### src/core/pin_select_pkg.sv
// Purpose: Shared constants for the remappable input selector block
// Assumes: AXI4-Lite, 32-bit data, one aligned word per register
// Notes:   Selector i lives in register SEL_OFF[i] at bit SEL_LSB[i]
package pin_select_pkg;

  // ----------------------------------------------------------------
  // Widths
  // ----------------------------------------------------------------
  localparam int ADDR_W  = 6;
  localparam int SEL_W   = 5;
  localparam int PIN_N   = 16;
  localparam int SEL_N   = 13;
  localparam int REG_W   = 16;

  // ----------------------------------------------------------------
  // Register byte offsets
  // ----------------------------------------------------------------
  localparam logic [ADDR_W-1:0] OFF_EXT_INT_TWO  = 6'h00;
  localparam logic [ADDR_W-1:0] OFF_TIMER_CLOCK  = 6'h04;
  localparam logic [ADDR_W-1:0] OFF_CAPTURE_LOW  = 6'h08;
  localparam logic [ADDR_W-1:0] OFF_CAPTURE_HIGH = 6'h0C;
  localparam logic [ADDR_W-1:0] OFF_COMPARE_FLT  = 6'h10;
  localparam logic [ADDR_W-1:0] OFF_UART         = 6'h14;
  localparam logic [ADDR_W-1:0] OFF_SPI_DATA_CLK = 6'h18;
  localparam logic [ADDR_W-1:0] OFF_SPI_SELECT   = 6'h1C;
  localparam logic [ADDR_W-1:0] OFF_OSC_CONTROL  = 6'h20;

  // ----------------------------------------------------------------
  // Field positions and reset values
  // ----------------------------------------------------------------
  localparam int FIELD_LO = 0;
  localparam int FIELD_HI = 8;
  localparam logic [SEL_W-1:0] SEL_RESET = 5'h1F;
  localparam int LOCK_BIT    = 6;
  localparam int ONE_WAY_BIT = 5;
  localparam logic [7:0] UNLOCK_KEY_ONE = 8'h46;
  localparam logic [7:0] UNLOCK_KEY_TWO = 8'h57;
  localparam logic [1:0] RESP_OKAY   = 2'h0;
  localparam logic [1:0] RESP_SLVERR = 2'h2;

  // Order: ext int two, timer two, timer three, capture 1/2/7/8,
  // compare fault a, uart rx, uart cts, spi data, spi clock, spi ss
  localparam logic [ADDR_W-1:0] SEL_OFF [SEL_N] = '{
    OFF_EXT_INT_TWO, OFF_TIMER_CLOCK, OFF_TIMER_CLOCK,
    OFF_CAPTURE_LOW, OFF_CAPTURE_LOW, OFF_CAPTURE_HIGH,
    OFF_CAPTURE_HIGH, OFF_COMPARE_FLT, OFF_UART, OFF_UART,
    OFF_SPI_DATA_CLK, OFF_SPI_DATA_CLK, OFF_SPI_SELECT};
  localparam int SEL_LSB [SEL_N] = '{
    FIELD_LO, FIELD_LO, FIELD_HI, FIELD_LO, FIELD_HI, FIELD_LO,
    FIELD_HI, FIELD_LO, FIELD_LO, FIELD_HI, FIELD_LO, FIELD_HI,
    FIELD_LO};

  // Unlock sequence states
  typedef enum logic [1:0] {
    KEY_IDLE, KEY_ONE_SEEN, KEY_ARMED
  } key_state_e;

endpackage

### src/core/pin_route_mux.sv
// Purpose: One selector-driven pin multiplexer with registered output
// Assumes: Pins already synchronised to aclk
// Notes:   Codes 16..31 all give a constant low
`timescale 1ns/1ps
module pin_route_mux
  import pin_select_pkg::*;
(
  // Clock and reset
  input  wire logic              aclk,
  input  wire logic              aresetn,
  // Selection
  input  wire logic [SEL_W-1:0]  sel,
  input  wire logic [PIN_N-1:0]  pins,
  // Routed peripheral input
  output logic                   route_q
);

  logic route_d;

  // ----------------------------------------------------------------
  // Pick a pin or the ground rail
  // ----------------------------------------------------------------
  always_comb begin
    if (sel[SEL_W-1]) begin
      route_d = 1'b0;
    end else begin
      route_d = pins[sel[SEL_W-2:0]];
    end
  end

  // Register so the peripheral sees a clean edge
  always_ff @(posedge aclk) begin
    if (!aresetn) begin
      route_q <= 1'b0;
    end else begin
      route_q <= route_d;
    end
  end

endmodule

### src/core/remappable_input_select.sv
// Purpose: Input half of the pin-select mux with AXI4-Lite registers
// Assumes: One master, one write and one read outstanding at most
// Notes:   Lock sequence, one-way lock and shadow check are local
//
// Summary of operation
// - Codes 0..15 route that pin
// - Code 31 ties input low
// - Selectors reset to all ones
// - Unimplemented bits read zero, ignore writes
// - Ext interrupt two in bits 4..0
// - Timer three high, timer two low
// - Capture two high, capture one low
// - Capture eight high, capture seven low
// - Compare fault a in bits 4..0
// - Uart cts high, uart receive low
// - Spi clock high, spi data low
// - Spi slave select in bits 4..0
// - Lock set: selector writes silently dropped
// - Lock changes only after 46, 57 keys
// - Shadow mismatch requests configuration reset
// - One-way config: lock stays until reset
`timescale 1ns/1ps
module remappable_input_select
  import pin_select_pkg::*;
(
  // Clock and reset
  input  wire logic              aclk,
  input  wire logic              aresetn,
  // AXI4-Lite write address and data
  input  wire logic [ADDR_W-1:0] awaddr,
  input  wire logic              awvalid,
  output logic                   awready,
  input  wire logic [31:0]       wdata,
  input  wire logic [3:0]        wstrb,
  input  wire logic              wvalid,
  output logic                   wready,
  // AXI4-Lite write response
  output logic [1:0]             bresp,
  output logic                   bvalid,
  input  wire logic              bready,
  // AXI4-Lite read
  input  wire logic [ADDR_W-1:0] araddr,
  input  wire logic              arvalid,
  output logic                   arready,
  output logic [31:0]            rdata,
  output logic [1:0]             rresp,
  output logic                   rvalid,
  input  wire logic              rready,
  // Pins and configuration strap
  input  wire logic [PIN_N-1:0]  remappable_pin,
  input  wire logic              one_way_lock_config,
  // Peripheral inputs
  output logic                   ext_interrupt_two,
  output logic                   timer_two_ext_clock,
  output logic                   timer_three_ext_clock,
  output logic                   capture_channel_one,
  output logic                   capture_channel_two,
  output logic                   capture_channel_seven,
  output logic                   capture_channel_eight,
  output logic                   compare_fault_a_input,
  output logic                   uart_receive_in,
  output logic                   uart_clear_to_send_in,
  output logic                   spi_data_in,
  output logic                   spi_clock_in,
  output logic                   spi_slave_select_in,
  // Status toward the system
  output logic                   pin_select_write_lock,
  output logic                   config_mismatch_reset
);

  // ----------------------------------------------------------------
  // Pin synchronisers
  // ----------------------------------------------------------------
  logic [PIN_N-1:0] sync1_q, sync2_q, sync3_q, filt_q, filt_d;

  // Accept a level only once stages two and three agree
  always_comb begin
    filt_d = (~(sync2_q ^ sync3_q) & sync3_q)
           | ((sync2_q ^ sync3_q) & filt_q);
  end

  always_ff @(posedge aclk) begin
    if (!aresetn) begin
      sync1_q <= '0;
      sync2_q <= '0;
      sync3_q <= '0;
      filt_q  <= '0;
    end else begin
      sync1_q <= remappable_pin;
      sync2_q <= sync1_q;
      sync3_q <= sync2_q;
      filt_q  <= filt_d;
    end
  end

  // ----------------------------------------------------------------
  // AXI4-Lite write channel
  // ----------------------------------------------------------------
  logic              aw_full_q, aw_full_d, w_full_q, w_full_d;
  logic [ADDR_W-1:0] wa_q, wa_d;
  logic [31:0]       wd_q, wd_d;
  logic [3:0]        ws_q, ws_d;
  logic              bvalid_d, awready_d, wready_d;
  logic [1:0]        bresp_d;
  logic              do_wr, hit_wr;

  // Address and data may arrive in either order
  assign do_wr = aw_full_q && w_full_q && !bvalid;

  always_comb begin
    hit_wr = (wa_q == OFF_OSC_CONTROL);
    for (int i = 0; i < SEL_N; i++) begin
      if (SEL_OFF[i] == wa_q) hit_wr = 1'b1;
    end
  end

  always_comb begin
    aw_full_d = aw_full_q;
    w_full_d  = w_full_q;
    wa_d      = wa_q;
    wd_d      = wd_q;
    ws_d      = ws_q;
    bvalid_d  = bvalid;
    bresp_d   = bresp;
    if (awvalid && awready) begin
      aw_full_d = 1'b1;
      wa_d      = awaddr;
    end
    if (wvalid && wready) begin
      w_full_d = 1'b1;
      wd_d     = wdata;
      ws_d     = wstrb;
    end
    if (bvalid && bready) begin
      bvalid_d = 1'b0;
    end
    if (do_wr) begin
      aw_full_d = 1'b0;
      w_full_d  = 1'b0;
      bvalid_d  = 1'b1;
      // Locked writes still answer OKAY
      bresp_d   = hit_wr ? RESP_OKAY : RESP_SLVERR;
    end
    awready_d = !aw_full_d;
    wready_d  = !w_full_d;
  end

  always_ff @(posedge aclk) begin
    if (!aresetn) begin
      aw_full_q <= 1'b0;
      w_full_q  <= 1'b0;
      wa_q      <= '0;
      wd_q      <= '0;
      ws_q      <= '0;
      bvalid    <= 1'b0;
      bresp     <= RESP_OKAY;
      awready   <= 1'b0;
      wready    <= 1'b0;
    end else begin
      aw_full_q <= aw_full_d;
      w_full_q  <= w_full_d;
      wa_q      <= wa_d;
      wd_q      <= wd_d;
      ws_q      <= ws_d;
      bvalid    <= bvalid_d;
      bresp     <= bresp_d;
      awready   <= awready_d;
      wready    <= wready_d;
    end
  end

  // ----------------------------------------------------------------
  // Lock, unlock keys and one-way strap
  // ----------------------------------------------------------------
  key_state_e key_q, key_d;
  logic       lock_q, lock_d, one_way_q, strap_done_q;
  logic       ctrl_wr;

  assign ctrl_wr = do_wr && (wa_q == OFF_OSC_CONTROL) && ws_q[0];

  // Any write that breaks the key chain drops back to idle
  always_comb begin
    key_d  = key_q;
    lock_d = lock_q;
    if (do_wr) begin
      key_d = KEY_IDLE;
      if (ctrl_wr) begin
        case (key_q)
          KEY_IDLE: begin
            if (wd_q[7:0] == UNLOCK_KEY_ONE) key_d = KEY_ONE_SEEN;
          end
          KEY_ONE_SEEN: begin
            if (wd_q[7:0] == UNLOCK_KEY_TWO) key_d = KEY_ARMED;
          end
          KEY_ARMED: begin
            // One-way mode keeps a set lock until reset
            if (!(one_way_q && lock_q)) begin
              lock_d = wd_q[LOCK_BIT];
            end
          end
          default: key_d = KEY_IDLE;
        endcase
      end
    end
  end

  // Strap is caught after reset release, never under reset
  always_ff @(posedge aclk) begin
    if (!aresetn) begin
      key_q        <= KEY_IDLE;
      lock_q       <= 1'b0;
      one_way_q    <= 1'b1;
      strap_done_q <= 1'b0;
    end else begin
      key_q        <= key_d;
      lock_q       <= lock_d;
      strap_done_q <= 1'b1;
      if (!strap_done_q) one_way_q <= one_way_lock_config;
    end
  end

  assign pin_select_write_lock = lock_q;

  // ----------------------------------------------------------------
  // Selector fields and shadows
  // ----------------------------------------------------------------
  logic [SEL_W-1:0] sel_q [SEL_N];
  logic [SEL_W-1:0] sel_d [SEL_N];
  logic [SEL_W-1:0] shadow_q [SEL_N];
  logic             mismatch_d;

  // Only the five field bits exist; other bits are dropped
  always_comb begin
    for (int i = 0; i < SEL_N; i++) begin
      sel_d[i] = sel_q[i];
      if (do_wr && !lock_q && SEL_OFF[i] == wa_q
          && ws_q[SEL_LSB[i]/8]) begin
        sel_d[i] = wd_q[SEL_LSB[i] +: SEL_W];
      end
    end
  end

  // Shadows load with the field; disagreement means upset
  always_comb begin
    mismatch_d = config_mismatch_reset;
    for (int i = 0; i < SEL_N; i++) begin
      if (sel_q[i] != shadow_q[i]) mismatch_d = 1'b1;
    end
  end

  always_ff @(posedge aclk) begin
    if (!aresetn) begin
      for (int i = 0; i < SEL_N; i++) begin
        sel_q[i]    <= SEL_RESET;
        shadow_q[i] <= SEL_RESET;
      end
      config_mismatch_reset <= 1'b0;
    end else begin
      for (int i = 0; i < SEL_N; i++) begin
        sel_q[i]    <= sel_d[i];
        shadow_q[i] <= sel_d[i];
      end
      config_mismatch_reset <= mismatch_d;
    end
  end

  // ----------------------------------------------------------------
  // AXI4-Lite read channel
  // ----------------------------------------------------------------
  logic [REG_W-1:0] rd_word;
  logic             rd_hit, rvalid_d, arready_d;
  logic [31:0]      rdata_d;
  logic [1:0]       rresp_d;

  // Fields OR into place; everything else stays zero
  always_comb begin
    rd_word = '0;
    rd_hit  = 1'b0;
    for (int i = 0; i < SEL_N; i++) begin
      if (SEL_OFF[i] == araddr) begin
        rd_word[SEL_LSB[i] +: SEL_W] = sel_q[i];
        rd_hit = 1'b1;
      end
    end
    if (araddr == OFF_OSC_CONTROL) begin
      rd_word[LOCK_BIT]    = lock_q;
      rd_word[ONE_WAY_BIT] = one_way_q;
      rd_hit = 1'b1;
    end
  end

  always_comb begin
    rvalid_d  = rvalid;
    rdata_d   = rdata;
    rresp_d   = rresp;
    arready_d = !rvalid; // Idle after reset must accept a read
    if (rvalid && rready) begin
      rvalid_d  = 1'b0;
      arready_d = 1'b1;
    end
    if (arvalid && arready) begin
      rvalid_d  = 1'b1;
      arready_d = 1'b0;
      rdata_d   = {16'h0000, rd_word};
      rresp_d   = rd_hit ? RESP_OKAY : RESP_SLVERR;
    end
  end

  always_ff @(posedge aclk) begin
    if (!aresetn) begin
      rvalid  <= 1'b0;
      rdata   <= '0;
      rresp   <= RESP_OKAY;
      arready <= 1'b0;
    end else begin
      rvalid  <= rvalid_d;
      rdata   <= rdata_d;
      rresp   <= rresp_d;
      arready <= arready_d;
    end
  end

  // ----------------------------------------------------------------
  // Routing muxes, one per peripheral input
  // ----------------------------------------------------------------
  logic [SEL_N-1:0] route;

  for (genvar g = 0; g < SEL_N; g++) begin : g_route
    pin_route_mux u_mux (
      .aclk    (aclk),
      .aresetn (aresetn),
      .sel     (sel_q[g]),
      .pins    (filt_q),
      .route_q (route[g])
    );
  end

  // Field placement per register
  assign ext_interrupt_two     = route[0];
  assign timer_two_ext_clock   = route[1];
  assign timer_three_ext_clock = route[2];
  assign capture_channel_one   = route[3];
  assign capture_channel_two   = route[4];
  assign capture_channel_seven = route[5];
  assign capture_channel_eight = route[6];
  assign compare_fault_a_input = route[7];
  assign uart_receive_in       = route[8];
  assign uart_clear_to_send_in = route[9];
  assign spi_data_in           = route[10];
  assign spi_clock_in          = route[11];
  assign spi_slave_select_in   = route[12];

  logic pick0, all_ones, wr_sel0;
  logic [SEL_N*SEL_W-1:0] sel_flat, shadow_flat;
  assign pick0   = filt_q[sel_q[0][SEL_W-2:0]];
  assign wr_sel0 = do_wr && !lock_q && wa_q == OFF_EXT_INT_TWO && ws_q[0];
  always_comb begin
    all_ones = 1'b1;
    for (int i = 0; i < SEL_N; i++) begin
      sel_flat[i*SEL_W +: SEL_W]    = sel_q[i];
      shadow_flat[i*SEL_W +: SEL_W] = shadow_q[i];
      if (sel_q[i] != SEL_RESET) all_ones = 1'b0;
    end
  end
endmodule

### config.mk
export PLATFORM = sky130hd
export DESIGN_NAME = remappable_input_select
export DESIGN_NICKNAME = d
export VERILOG_FILES = /design/src/core/pin_select_pkg.sv /design/src/core/pin_route_mux.sv /design/src/core/remappable_input_select.sv
export SDC_FILE = /design/constraint.sdc
export NUM_CORES = 1
export LEC_CHECK = 0
export BUFFER_PORTS_ARGS = -buffer_cell sky130_fd_sc_hd__buf_2
export CORE_MARGIN = 2
export CORE_UTILIZATION = 50
export CTS_CLUSTER_SIZE = 30
export DETAILED_ROUTE_END_ITERATION = 10
export PLACE_DENSITY_LB_ADDON = 0.25
export SYNTH_ARGS = -nofsm -noshare
export SYNTH_HDL_FRONTEND = slang
export SYNTH_SLANG_ARGS = --single-unit
### constraint.sdc
create_clock -name aclk -period 2.85 [get_ports aclk]
set_clock_uncertainty 0.2 [all_clocks]
set_input_delay 0.1425 -clock aclk [delete_from_list [all_inputs] [get_ports aclk]]
set_output_delay 0.1425 -clock aclk [all_outputs]
set_load 0.01 [all_outputs]
* After elaboration in Yosys (flattened, before gate mapping) *
Memories as Yosys holds them, arrays and structs flattened.
Cells that the tools add are included.

storage, ports and cells
  memories kept = 2
  word-level logic and storage cells = 300
  input bits = 72
  memory bits (writable) = 130
  register bits after elaboration = 127
  output and inout bits = 56

memories
  name      words  width  rd ports  clocked after memory_dff  wr ports  line                            text
  sel_q     13     5      13        0                         13        remappable_input_select.sv:227  logic [SEL_W-1:0] sel_q [SEL_N];
  shadow_q  13     5      13        0                         13        remappable_input_select.sv:229  logic [SEL_W-1:0] shadow_q [SEL_N];

operators by class
  reduce and logical (&&, ||, !) cells = 58
  $lt $le $gt $ge = 13
  equal/unequal tests = 33
  bitwise operators = 33
  muxes and demuxes = 126

operators with widths
  operator              number
  $mux W5               52
  $lt A4 B5 Y1 const B  13
  $ne A5 B5 Y1          13
  $mux W1               55
  $bmux W1 S4           13
  $eq A5 B6 Y1 const A  8
  $and A16 B16 Y16      2
  $logic_and A1 B1 Y1   32
  $reduce_or A2 Y1      14
  $or A1 B1 Y1          26
  $eq A4 B6 Y1 const A  4
  $eq A8 B7 Y1 const B  2
  $not A16 Y16          1
  $or A16 B16 Y16       1
  $xor A16 B16 Y16      1
  $reduce_bool A13 Y1   1
  $eq A3 B6 Y1 const A  2
  $eq A6 B6 Y1 const B  2
  $logic_not A6 Y1      2
  $mux W2               5
  $logic_not A1 Y1      5
  $pmux W2 S2           1
  $reduce_and A4 Y1     1
  $reduce_bool A2 Y1    2
  4 further kinds       5

* Logic depth before layout (Yosys ltp) *
Gate-level depths: netlist of the first run.
An unclocked memory read counts as a cell.

  depth in word-level cells = 15
  gate-level depth with buffers = 6
  gate-level depth less buffers = 4

* Cells and area by module *
Synthesis of the first run repeated with hierarchy kept, for this count alone.

unflattened totals
  cell total of the unflattened synthesis = 898
  area total of the unflattened synthesis = 9052.4 µm²

modules (own cells, without submodules)
  module                   times used  sequential area each (µm²)  cells an instance  area each (µm²)
  remappable_input_select  1           3523.4                      703                6856.6
  pin_route_mux            13          20.0                        15                 168.9

* Worst setup path after synthesis of the first run *
OpenSTA, ideal clock, no wires.

  path type = reg-to-reg
  start = register wa_q[5]
  end = memory shadow_q[3][0], in the netlist shadow_q[0][15]
  setup slack = 0.828 ns
  data arrival time = 1.693 ns
  cell stages (with the launch flop) = 5
  clock period less this slack = 2.022 ns
  setup time = 0.129 ns
  data required time = 2.521 ns
  cells stage by stage = dfxtp_1 > or4_1 > nor4_4 > mux2i_1 > nand2_1

RTL lines
  what                    line                            text
  from (decl)             remappable_input_select.sv:100  logic [ADDR_W-1:0] wa_q, wa_d;
  from (signal assigned)  remappable_input_select.sv:162  wa_q <= wa_d;
  to (decl)               remappable_input_select.sv:229

==> metrics.txt, run 1 <==
# TYPE chip_impl_metric gauge
chip_impl_metric{name="gp_congestion",unit=""} 0.8402
chip_impl_metric{name="grt_overflow_total",unit=""} 0
chip_impl_metric{name="die_outline_width",unit="um"} 138.8
chip_impl_info{name="max_stage_delay_cell_worst_path",value="sky130_fd_sc_hd__or4b_1"} 1
chip_impl_info{name="tritoncts",value="yes"} 1
chip_impl_metric{name="finalWirelength",unit="mm"} 22.04
chip_impl_info{name="hold_path_class",value="in -> reg"} 1
chip_impl_metric{name="core",unit="sq um"} 17900
chip_impl_metric{name="diodes_inserted",unit=""} 0
chip_impl_info{name="cts_root_buf",value="sky130_fd_sc_hd__clkbuf_16"} 1
chip_impl_metric{name="post_route_cells_drive_above_1_share",unit="%"} 22.00
chip_impl_metric{name="maxSlewHeadroom",unit="%"} 51.23
chip_impl_metric{name="synth-edff-count",unit=""} 0
chip_impl_metric{name="power.static_leakage",unit="nW"} 4.293
chip_impl_metric{name="cts_max_path_buffers",unit=""} 2
chip_impl_info{name="cp-start-kind",value="flip-flop"} 1
chip_impl_metric{name="finish.net_count",unit=""} 1027
chip_impl_metric{name="drt-initial-drc-count",unit=""} 691
chip_impl_metric{name="peak_freq",unit="MHz"} 433.4
chip_impl_metric{name="util_after_layout",unit="%"} 59.18
chip_impl_metric{name="accumulated_negative_setup_slack",unit="ns"} 0
chip_impl_metric{name="drt-pass1-iter-count",unit=""} 5
chip_impl_metric{name="die_h",unit="um"} 138.8
chip_impl_metric{name="worst_pin_slew",unit="ns"} 0.7305
chip_impl_metric{name="yosysSeqAreaShare",unit="%"} 41.64
chip_impl_metric{name="buffer_ports.inserted",unit=""} 83
chip_impl_metric{name="worst_hold_slack",unit="ns"} 0.04863
chip_impl_metric{name="fp-row-count",unit=""} 49
chip_impl_info{name="dominantRegCellSynth",value="sky130_fd_sc_hd__dfxtp_1"} 1
chip_impl_metric{name="grt.total_usage",unit="%"} 23.02
chip_impl_metric{name="synth_cells",unit=""} 865
chip_impl_info{name="setup_repair_after_global_routing_missed_its_margin",value="false"} 1
chip_impl_metric{name="cts_hold_bufs",unit=""} 52
chip_impl_metric{name="timing.max_cap.violations",unit=""} 0
chip_impl_metric{name="max_slew_violations",unit=""} 0
chip_impl_metric{name="finalCritPeriodShare",unit="%"} 80.96
chip_impl_info{name="cpLargestDelayFamily",value="simple AND/OR/NAND/NOR gates"} 1
chip_impl_metric{name="cts.clk_slew.worst_paths",unit="ns"} 0.07
chip_impl_metric{name="antenna_found_initial",unit=""} 0
chip_impl_metric{name="yosysUniqueCellTypes",unit=""} 51
chip_impl_metric{name="netlist_area",unit="sq um"} 9087
chip_impl_metric{name="number_of_buffers_added_by_the_clock_tree_synthesis_step",unit=""} 17
chip_impl_info{name="path_cells",value="or4b_1 -> nor4_4 -> mux2i_1 -> nand2_1"} 1
chip_impl_metric{name="slowest_delay",unit="ns"} 0.70
chip_impl_metric{name="floorplan.die_area",unit="sq um"} 19270
chip_impl_metric{name="worst-path-buf-inv",unit=""} 0
chip_impl_info{name="timing.critical_path.to_type",value="flip-flop"} 1
chip_impl_metric{name="peak_vdd_ir",unit="mV"} 0.4244
chip_impl_metric{name="ant_nets",unit=""} 0
chip_impl_metric{name="worstPathRequired",unit="ns"} 2.96
chip_impl_metric{name="cellPowerDensity",unit="nW/um^2"} 515.1
chip_impl_metric{name="postSynth.asyncResetShare",unit="%"} 0
chip_impl_metric{name="first_global_vias",unit=""} 6358
chip_impl_metric{name="clk_latency",unit="ns"} 0.44
chip_impl_info{name="result_of_the_run",value="finished clean"} 1
chip_impl_metric{name="min_period",unit="ns"} 2.307
chip_impl_metric{name="via_count_of_the_routed_design",unit=""} 6869
chip_impl_metric{name="ioPinCount",unit=""} 128
chip_impl_metric{name="post-dp-hpwl",unit="mm"} 14.43
chip_impl_metric{name="post_cts_buffers",unit=""} 0
chip_impl_metric{name="initial_utilization",unit="%"} 50.76
chip_impl_metric{name="grt_max_degree",unit=""} 85
chip_impl_metric{name="postSynthRegisterBits",unit=""} 189
chip_impl_metric{name="global_route_wire_length_before_repair",unit="mm"} 34.85
chip_impl_info{name="timing.setup.critical_path_class",value="reg -> reg"} 1
chip_impl_metric{name="wl_per_cell",unit="um"} 18.41
chip_impl_metric{name="syn_area_per_cell",unit="sq um"} 10.51
chip_impl_metric{name="cts_htree_levels",unit=""} 4
chip_impl_metric{name="count_of_cells_resized_by_post_cts_repair",unit=""} 0
chip_impl_metric{name="clock_sink_count",unit=""} 189
chip_impl_metric{name="worstPathArrival",unit="ns"} 2.41
chip_impl_metric{name="yosysWarningCount",unit=""} 0
chip_impl_metric{name="crit_fanout",unit=""} 7
chip_impl_metric{name="setup-violations-final",unit=""} 0
chip_impl_metric{name="drc",unit=""} 0
chip_impl_metric{name="area_delta_synth_final",unit="%"} 16.58
chip_impl_metric{name="finalHoldViolCount",unit=""} 0
chip_impl_metric{name="vias_per_cell",unit=""} 5.739
per-stage QoR:
step | std cells | instance area [sq um] | setup slack [ns] | power, W
global route | 1197 | 10590 | 0.4511 | 0.005659
detailed placement | 1113 | 9483 | 0.5963 | 0.003092
global placement | 1113 | 9483 | 0.6281 | 0.003091
floorplan | 887 | 9170 | 0.8280 | 0.003013
finish | 1197 | 10590 | 0.5426 | 0.005457
CTS | 1197 | 10590 | 0.5399 | 0.005498
power by group:
part	internal [W]	switching [W]	leakage (nW)	total, W
clock network	0.00126	0.00110	0.282	0.00237
registers	0.00269	0.0000545	1.54	0.00275
logic	0.000163	0.000178	2.47	0.000340
metal layers:
layer | vias to the layer above | global-route usage, % | wire (um)
li1 | 3241 | - | -
met1 | 3268 | 32.61 | 9838
met2 | 313 | 34.46 | 9752
met3 | 47 | 5.836 | 1914
met4 | 0 | 7.974 | 535
met5 | - | 0 | 0
placed cells by master (no fill, tap or decap), types with 4 or more instances in the layout:
master                          synthesis  final
sky130_fd_sc_hd__or3b_2                 6      6
sky130_fd_sc_hd__mux4_2                57     57
sky130_fd_sc_hd__o21ai_0               28     28
sky130_fd_sc_hd__a32oi_1                4      4
sky130_fd_sc_hd__mux2i_1               81     81
sky130_fd_sc_hd__a22o_1                 5      5
sky130_fd_sc_hd__conb_1                 1     23
sky130_fd_sc_hd__buf_2                  7     82
sky130_fd_sc_hd__buf_4                 23     10
sky130_fd_sc_hd__a221oi_1               8      8
sky130_fd_sc_hd__nand3_1               14     14
sky130_fd_sc_hd__o21a_1                 7      7
sky130_fd_sc_hd__nand2_1              118    118
sky130_fd_sc_hd__dfxtp_1              189    189
sky130_fd_sc_hd__nand4_1                6      6
sky130_fd_sc_hd__nand2b_1              11     11
sky130_fd_sc_hd__clkbuf_16              0     17
sky130_fd_sc_hd__inv_6                  0      4
sky130_fd_sc_hd__nor4_4                 6      6
sky130_fd_sc_hd__nor2b_1               30     30
sky130_fd_sc_hd__mux2_2                16     16
sky130_fd_sc_hd__and2_1                53     53
sky130_fd_sc_hd__a21oi_1               17     17
sky130_fd_sc_hd__nor2_1                11     11
sky130_fd_sc_hd__a21boi_0              41     41
sky130_fd_sc_hd__o31ai_1               15     15
sky130_fd_sc_hd__nand3b_1              11     11
sky130_fd_sc_hd__dlygate4sd3_1          0     52
registers in the layout, summed over array words and instances, names as in the netlist, 2 cells and up, named ones only:
name	count
wd_q	13
ws_q	2
g_route.u_mux.route_q	13
sync1_q	16
sel_q	22
shadow_q	43
key_q	2
sync3_q	16
wa_q	6
sync2_q	16
rdata	12
kinds of logic after synthesis:
| family | after synthesis | share of synthesized area (%) |
|---|---|---|
| compound gates | 134 | 10.08 |
| buf+inv | 97 | 5.136 |
| flops | 189 | 41.64 |
| mux | 154 | 25.03 |
| other cells | 1 | 0.04127 |
| simple gates | 290 | 18.08 |
tightest hold or removal path, delay by kind of cell:
| family | cells | cell delay (ns) |
|---|---|---|
| buf+inv | 2 | 0.28 |
| simple gates | 2 | 0.14 |
| compound gates | 1 | 0.07 |
cells in the mapped netlist (all sizes together) (2+ instances only):
library cell | instances | area, sq um
nand4 | 6 | 37.54
nand4b | 2 | 32.53
mux2 | 16 | 180.2
clkbuf | 60 | 225.2
a221oi | 8 | 70.07
a21oi | 17 | 85.08
mux4 | 57 | 1284
a21boi | 43 | 322.8
nor2 | 11 | 41.29
nand2b | 11 | 68.82
o21a | 7 | 52.55
nor4 | 7 | 133.9
nor4b | 3 | 26.28
a32oi | 4 | 35.03
and3b | 2 | 17.52
nor3 | 2 | 10.01
dfxtp | 189 | 3784
a22o | 5 | 43.79
or4 | 4 | 33.78
or3b | 7 | 61.31
buf | 35 | 234.0
or2 | 2 | 15.02
nand3b | 11 | 82.58
nand2 | 118 | 442.9
inv | 2 | 7.510
o31ai | 15 | 112.6
and2 | 54 | 337.8
and3 | 3 | 18.77
nor2b | 30 | 187.7
o21ai | 28 | 140.1
nand3 | 14 | 70.07
mux2i | 81 | 810.8
o22ai | 3 | 18.77
worst paths after layout:
kind / start / slack [ns] / to / cells after the start
worst max-delay path: wa_q[0]$_SDFFE_PN0P_ / 0.54 / shadow_q[0][8]$_SDFFE_PN1P_ / 4
worst min-delay path: arvalid / 0.05 / rdata[5]$_SDFFE_PN0P_ / 5
worst max register to register: wa_q[0]$_SDFFE_PN0P_ / 0.54 / shadow_q[0][8]$_SDFFE_PN1P_ / 4
worst min register to register: sync1_q[2]$_SDFF_PN0_ / 0.23 / sync2_q[2]$_SDFF_PN0_ / 1
cell type report:
type                            instances  area, sq um
Clock buffer                           18        439.2
Tap cell                              229        286.5
Timing Repair Buffer                  144         1006
Clock inverter                         14        151.4
Multi-Input combinational cell        601         4920
Inverter                                2        7.507
Fill cell                            1512         7308
Sequential cell                       189         3784
Power figures use the tool's default switching activity.
==> run 2, diff against run 1 <==
- clock period: 2.85 -> 1.9 ns (I/O delays scaled with it)
==> run 2 against run 1 <==
The run now ends with negative setup slack left. Global-route usage rose by 1.7 points. Cell area increased by 10%. Core utilization grew 6.1 points. Critical path depth grew 1. Cell count is 9.4% higher. Register-to-register slack worse by 0.72 ns. First-iteration DRC count decreased by 17%. Critical endpoint is now pin_select_write_lock$_SDFFE_PN0P_. Largest power group unchanged.
==> metrics.txt, run 2 (same netlist as run 1, synthesis figures left out) <==
# TYPE chip_impl_metric gauge
chip_impl_metric{name="util_after_layout",unit="%"} 65.31
chip_impl_metric{name="finish.cell_count_without_fillers",unit=""} 1309
chip_impl_metric{name="timing.max_cap.violations",unit=""} 0
chip_impl_metric{name="cts.clk_slew.worst_paths",unit="ns"} 0.08
chip_impl_metric{name="drt-initial-drc-count",unit=""} 573
chip_impl_metric{name="diodes_inserted",unit=""} 0
chip_impl_info{name="top_register",value="shadow_q"} 1
chip_impl_info{name="timing.critical_path.to_type",value="flip-flop"} 1
chip_impl_metric{name="grt_max_degree",unit=""} 59
chip_impl_metric{name="ant_nets",unit=""} 0
chip_impl_metric{name="post_dp_cell_area",unit="sq um"} 10270
chip_impl_metric{name="peak_freq",unit="MHz"} 481.6
chip_impl_metric{name="number_of_buffers_added_by_the_clock_tree_synthesis_step",unit=""} 17
chip_impl_metric{name="cts_htree_levels",unit=""} 4
chip_impl_metric{name="p_switching",unit="W"} 0.002167
chip_impl_metric{name="cellInternalPower",unit="W"} 0.006274
chip_impl_metric{name="finish.net_count",unit=""} 1139
chip_impl_info{name="cp-start-kind",value="flip-flop"} 1
chip_impl_metric{name="flip_flop_count_of_the_largest_register_after_layout",unit=""} 43
chip_impl_info{name="timing.setup.critical_path_class",value="reg -> reg"} 1
chip_impl_metric{name="cellPowerDensity",unit="nW/um^2"} 721.8
chip_impl_metric{name="ioPinCount",unit=""} 128
chip_impl_metric{name="peak_vdd_ir",unit="mV"} 0.6801
chip_impl_metric{name="min_period",unit="ns"} 2.076
chip_impl_metric{name="clock_sink_count",unit=""} 189
chip_impl_metric{name="floorplan.die_area",unit="sq um"} 19270
chip_impl_metric{name="post_route_cells_drive_above_1_share",unit="%"} 31.02
chip_impl_info{name="cts_root_buf",value="sky130_fd_sc_hd__clkbuf_16"} 1
chip_impl_metric{name="finalHoldViolCount",unit=""} 0
chip_impl_metric{name="seq_power_share",unit="%"} 48.5
chip_impl_metric{name="clockPowerShare",unit="%"} 43.8
chip_impl_info{name="largestRegisters",value="shadow_q x43, sel_q x22"} 1
chip_impl_info{name="mostFrequentLayoutCell",value="sky130_fd_sc_hd__dfxtp_1"} 1
chip_impl_metric{name="fp-row-count",unit=""} 49
chip_impl_metric{name="buffer_ports.inserted",unit=""} 83
chip_impl_metric{name="worst_hold_slack",unit="ns"} 0.01208
chip_impl_metric{name="gp_congestion",unit=""} 0.9212
chip_impl_info{name="failing_checks",value="negative setup slack"} 1
chip_impl_metric{name="setup-violations-final",unit=""} 17
chip_impl_metric{name="maxSlewHeadroom",unit="%"} 64.14
chip_impl_metric{name="via_count_of_the_routed_design",unit=""} 7385
chip_impl_info{name="layout.cells.most_common_list",value="181 x sky130_fd_sc_hd__dfxtp_1, 117 x sky130_fd_sc_hd__nand2_1, 93 x sky130_fd_sc_hd__buf_4, 82 x sky130_fd_sc_hd__buf_2, 81 x sky130_fd_sc_hd__mux2i_1"} 1
chip_impl_metric{name="power.share.switching",unit="%"} 25.67
chip_impl_metric{name="worstPathRequired",unit="ns"} 2.02
chip_impl_metric{name="r2r_setup_slack",unit="ns"} -0.18
chip_impl_metric{name="initial_utilization",unit="%"} 50.76
chip_impl_metric{name="area_delta_synth_final",unit="%"} 28.67
chip_impl_metric{name="cts_max_path_buffers",unit=""} 2
chip_impl_info{name="result_of_the_run",value="complete, but fails checks"} 1
chip_impl_metric{name="grt_overflow_total",unit=""} 0
chip_impl_metric{name="core",unit="sq um"} 17900
chip_impl_metric{name="vias_per_cell",unit=""} 5.642
chip_impl_metric{name="finalWirelength",unit="mm"} 23.83
chip_impl_info{name="hold_path_class",value="in -> reg"} 1
chip_impl_metric{name="worst_pin_slew",unit="ns"} 0.5380
chip_impl_metric{name="grt.total_usage",unit="%"} 24.71
chip_impl_metric{name="worstPathArrival",unit="ns"} 2.19
chip_impl_metric{name="post-route-cell-area",unit="sq um"} 11690
chip_impl_metric{name="drt-pass1-iter-count",unit=""} 6
chip_impl_metric{name="share_comb_of_total_power",unit="%"} 7.7
chip_impl_metric{name="post-dp-hpwl",unit="mm"} 16.42
chip_impl_metric{name="die_h",unit="um"} 138.8
chip_impl_metric{name="numPlacedInstances",unit=""} 1210
chip_impl_metric{name="drc",unit=""} 0
chip_impl_metric{name="power.static_leakage",unit="nW"} 4.923
chip_impl_metric{name="finalCritPeriodShare",unit="%"} 109.3
chip_impl_metric{name="die_outline_width",unit="um"} 138.8
chip_impl_metric{name="global_route_wire_length_before_repair",unit="mm"} 37.64
chip_impl_metric{name="postLayoutSetupSlackWorst",unit="ns"} -0.1762
chip_impl_metric{name="wl_per_cell",unit="um"} 18.20
chip_impl_metric{name="max_slew_violations",unit=""} 0
chip_impl_info{name="tritoncts",value="yes"} 1
chip_impl_metric{name="antenna_found_initial",unit=""} 0
chip_impl_info{name="setup_repair_after_global_routing_missed_its_margin",value="true"} 1
chip_impl_metric{name="clk_latency",unit="ns"} 0.45
chip_impl_metric{name="first_global_vias",unit=""} 6935
chip_impl_metric{name="crit_fanout",unit=""} 5
[run 2: cell types whose count changed in the layout (fill, tap and decap cells not counted), sizes merged]
cell	before	now
clkbuf	18	17
clkinvlp	3	1
dlygate4sd3	52	64
buf	92	192
clkinv	3	6
[run 2: timing repair]
action / in CTS / in global routing
setup buffers: 3 / 2
resized for setup: 9 / 32
gates cloned: 0 / 0
endpoints found under the setup margin: 41 / 66
pin swaps: 10 / 13
hold endpoints to repair: 91 / 0
hold buffers: 64 / 0
[run 2: final timing paths]
kind / from / to / cells after the start
min: araddr[0] / rdata[12]$_SDFFE_PN0P_ / 6
min reg2reg: sync1_q[9]$_SDFF_PN0_ / sync2_q[9]$_SDFF_PN0_ / 1
max: wa_q[5]$_SDFFE_PN0P_ / pin_select_write_lock$_SDFFE_PN0P_ / 5
max reg2reg: wa_q[5]$_SDFFE_PN0P_ / pin_select_write_lock$_SDFFE_PN0P_ / 5
[run 2: cell type report]
| class | count | area (sq um) |
|---|---|---|
| clock buffer | 17 | 425.4 |
| fill | 1370 | 6210 |
| sequential | 189 | 3796 |
| clock inverter | 15 | 196.4 |
| timing repair buffer | 256 | 1984 |
| tap | 229 | 286.5 |
| multi-input combinational | 601 | 4996 |
| inverter | 2 | 7.507 |
[run 2: critical path, cell delays in order (launching register included)]
cell and delay [ns]:
sky130_fd_sc_hd__dfxtp_4 0.37, sky130_fd_sc_hd__or3b_1 0.34, sky130_fd_sc_hd__or4_4 0.44, sky130_fd_sc_hd__buf_4 0.17, sky130_fd_sc_hd__o41ai_1 0.32, sky130_fd_sc_hd__a21boi_1 0.10
[run 2: per-stage QoR]
step                      power, W  TNS, ns  worst slack (ns)
after detailed placement  0.004714   -1.834           -0.1222
after global routing      0.008731   -2.096           -0.2516
final                     0.008440  -0.6055           -0.1762
after floorplan           0.004521   -1.588          -0.08164
after CTS                 0.008465   -2.996           -0.1676
after global placement    0.004706   -1.149           -0.1034
[run 2: power groups by stage]
stage                     clock network (W)  registers, W  logic [W]
after CTS                           0.00374       0.00409   0.000631
after global placement                    0       0.00418   0.000521
final                               0.00369       0.00410   0.000649
after detailed placement                  0       0.00419   0.000526
after floorplan                           0       0.00417   0.000348
after global routing                0.00392       0.00411   0.000707
[run 2: metal layers]
metal / GRT usage (%) / part of all wire [%] / vias to the layer above
met3: 7.424 / 8.7 / 54
met4: 7.868 / 2.5 / 0
li1: - / - / 3474
met1: 33.17 / 43 / 3489
met2: 38.61 / 46 / 368
met5: 0 / 0 / -
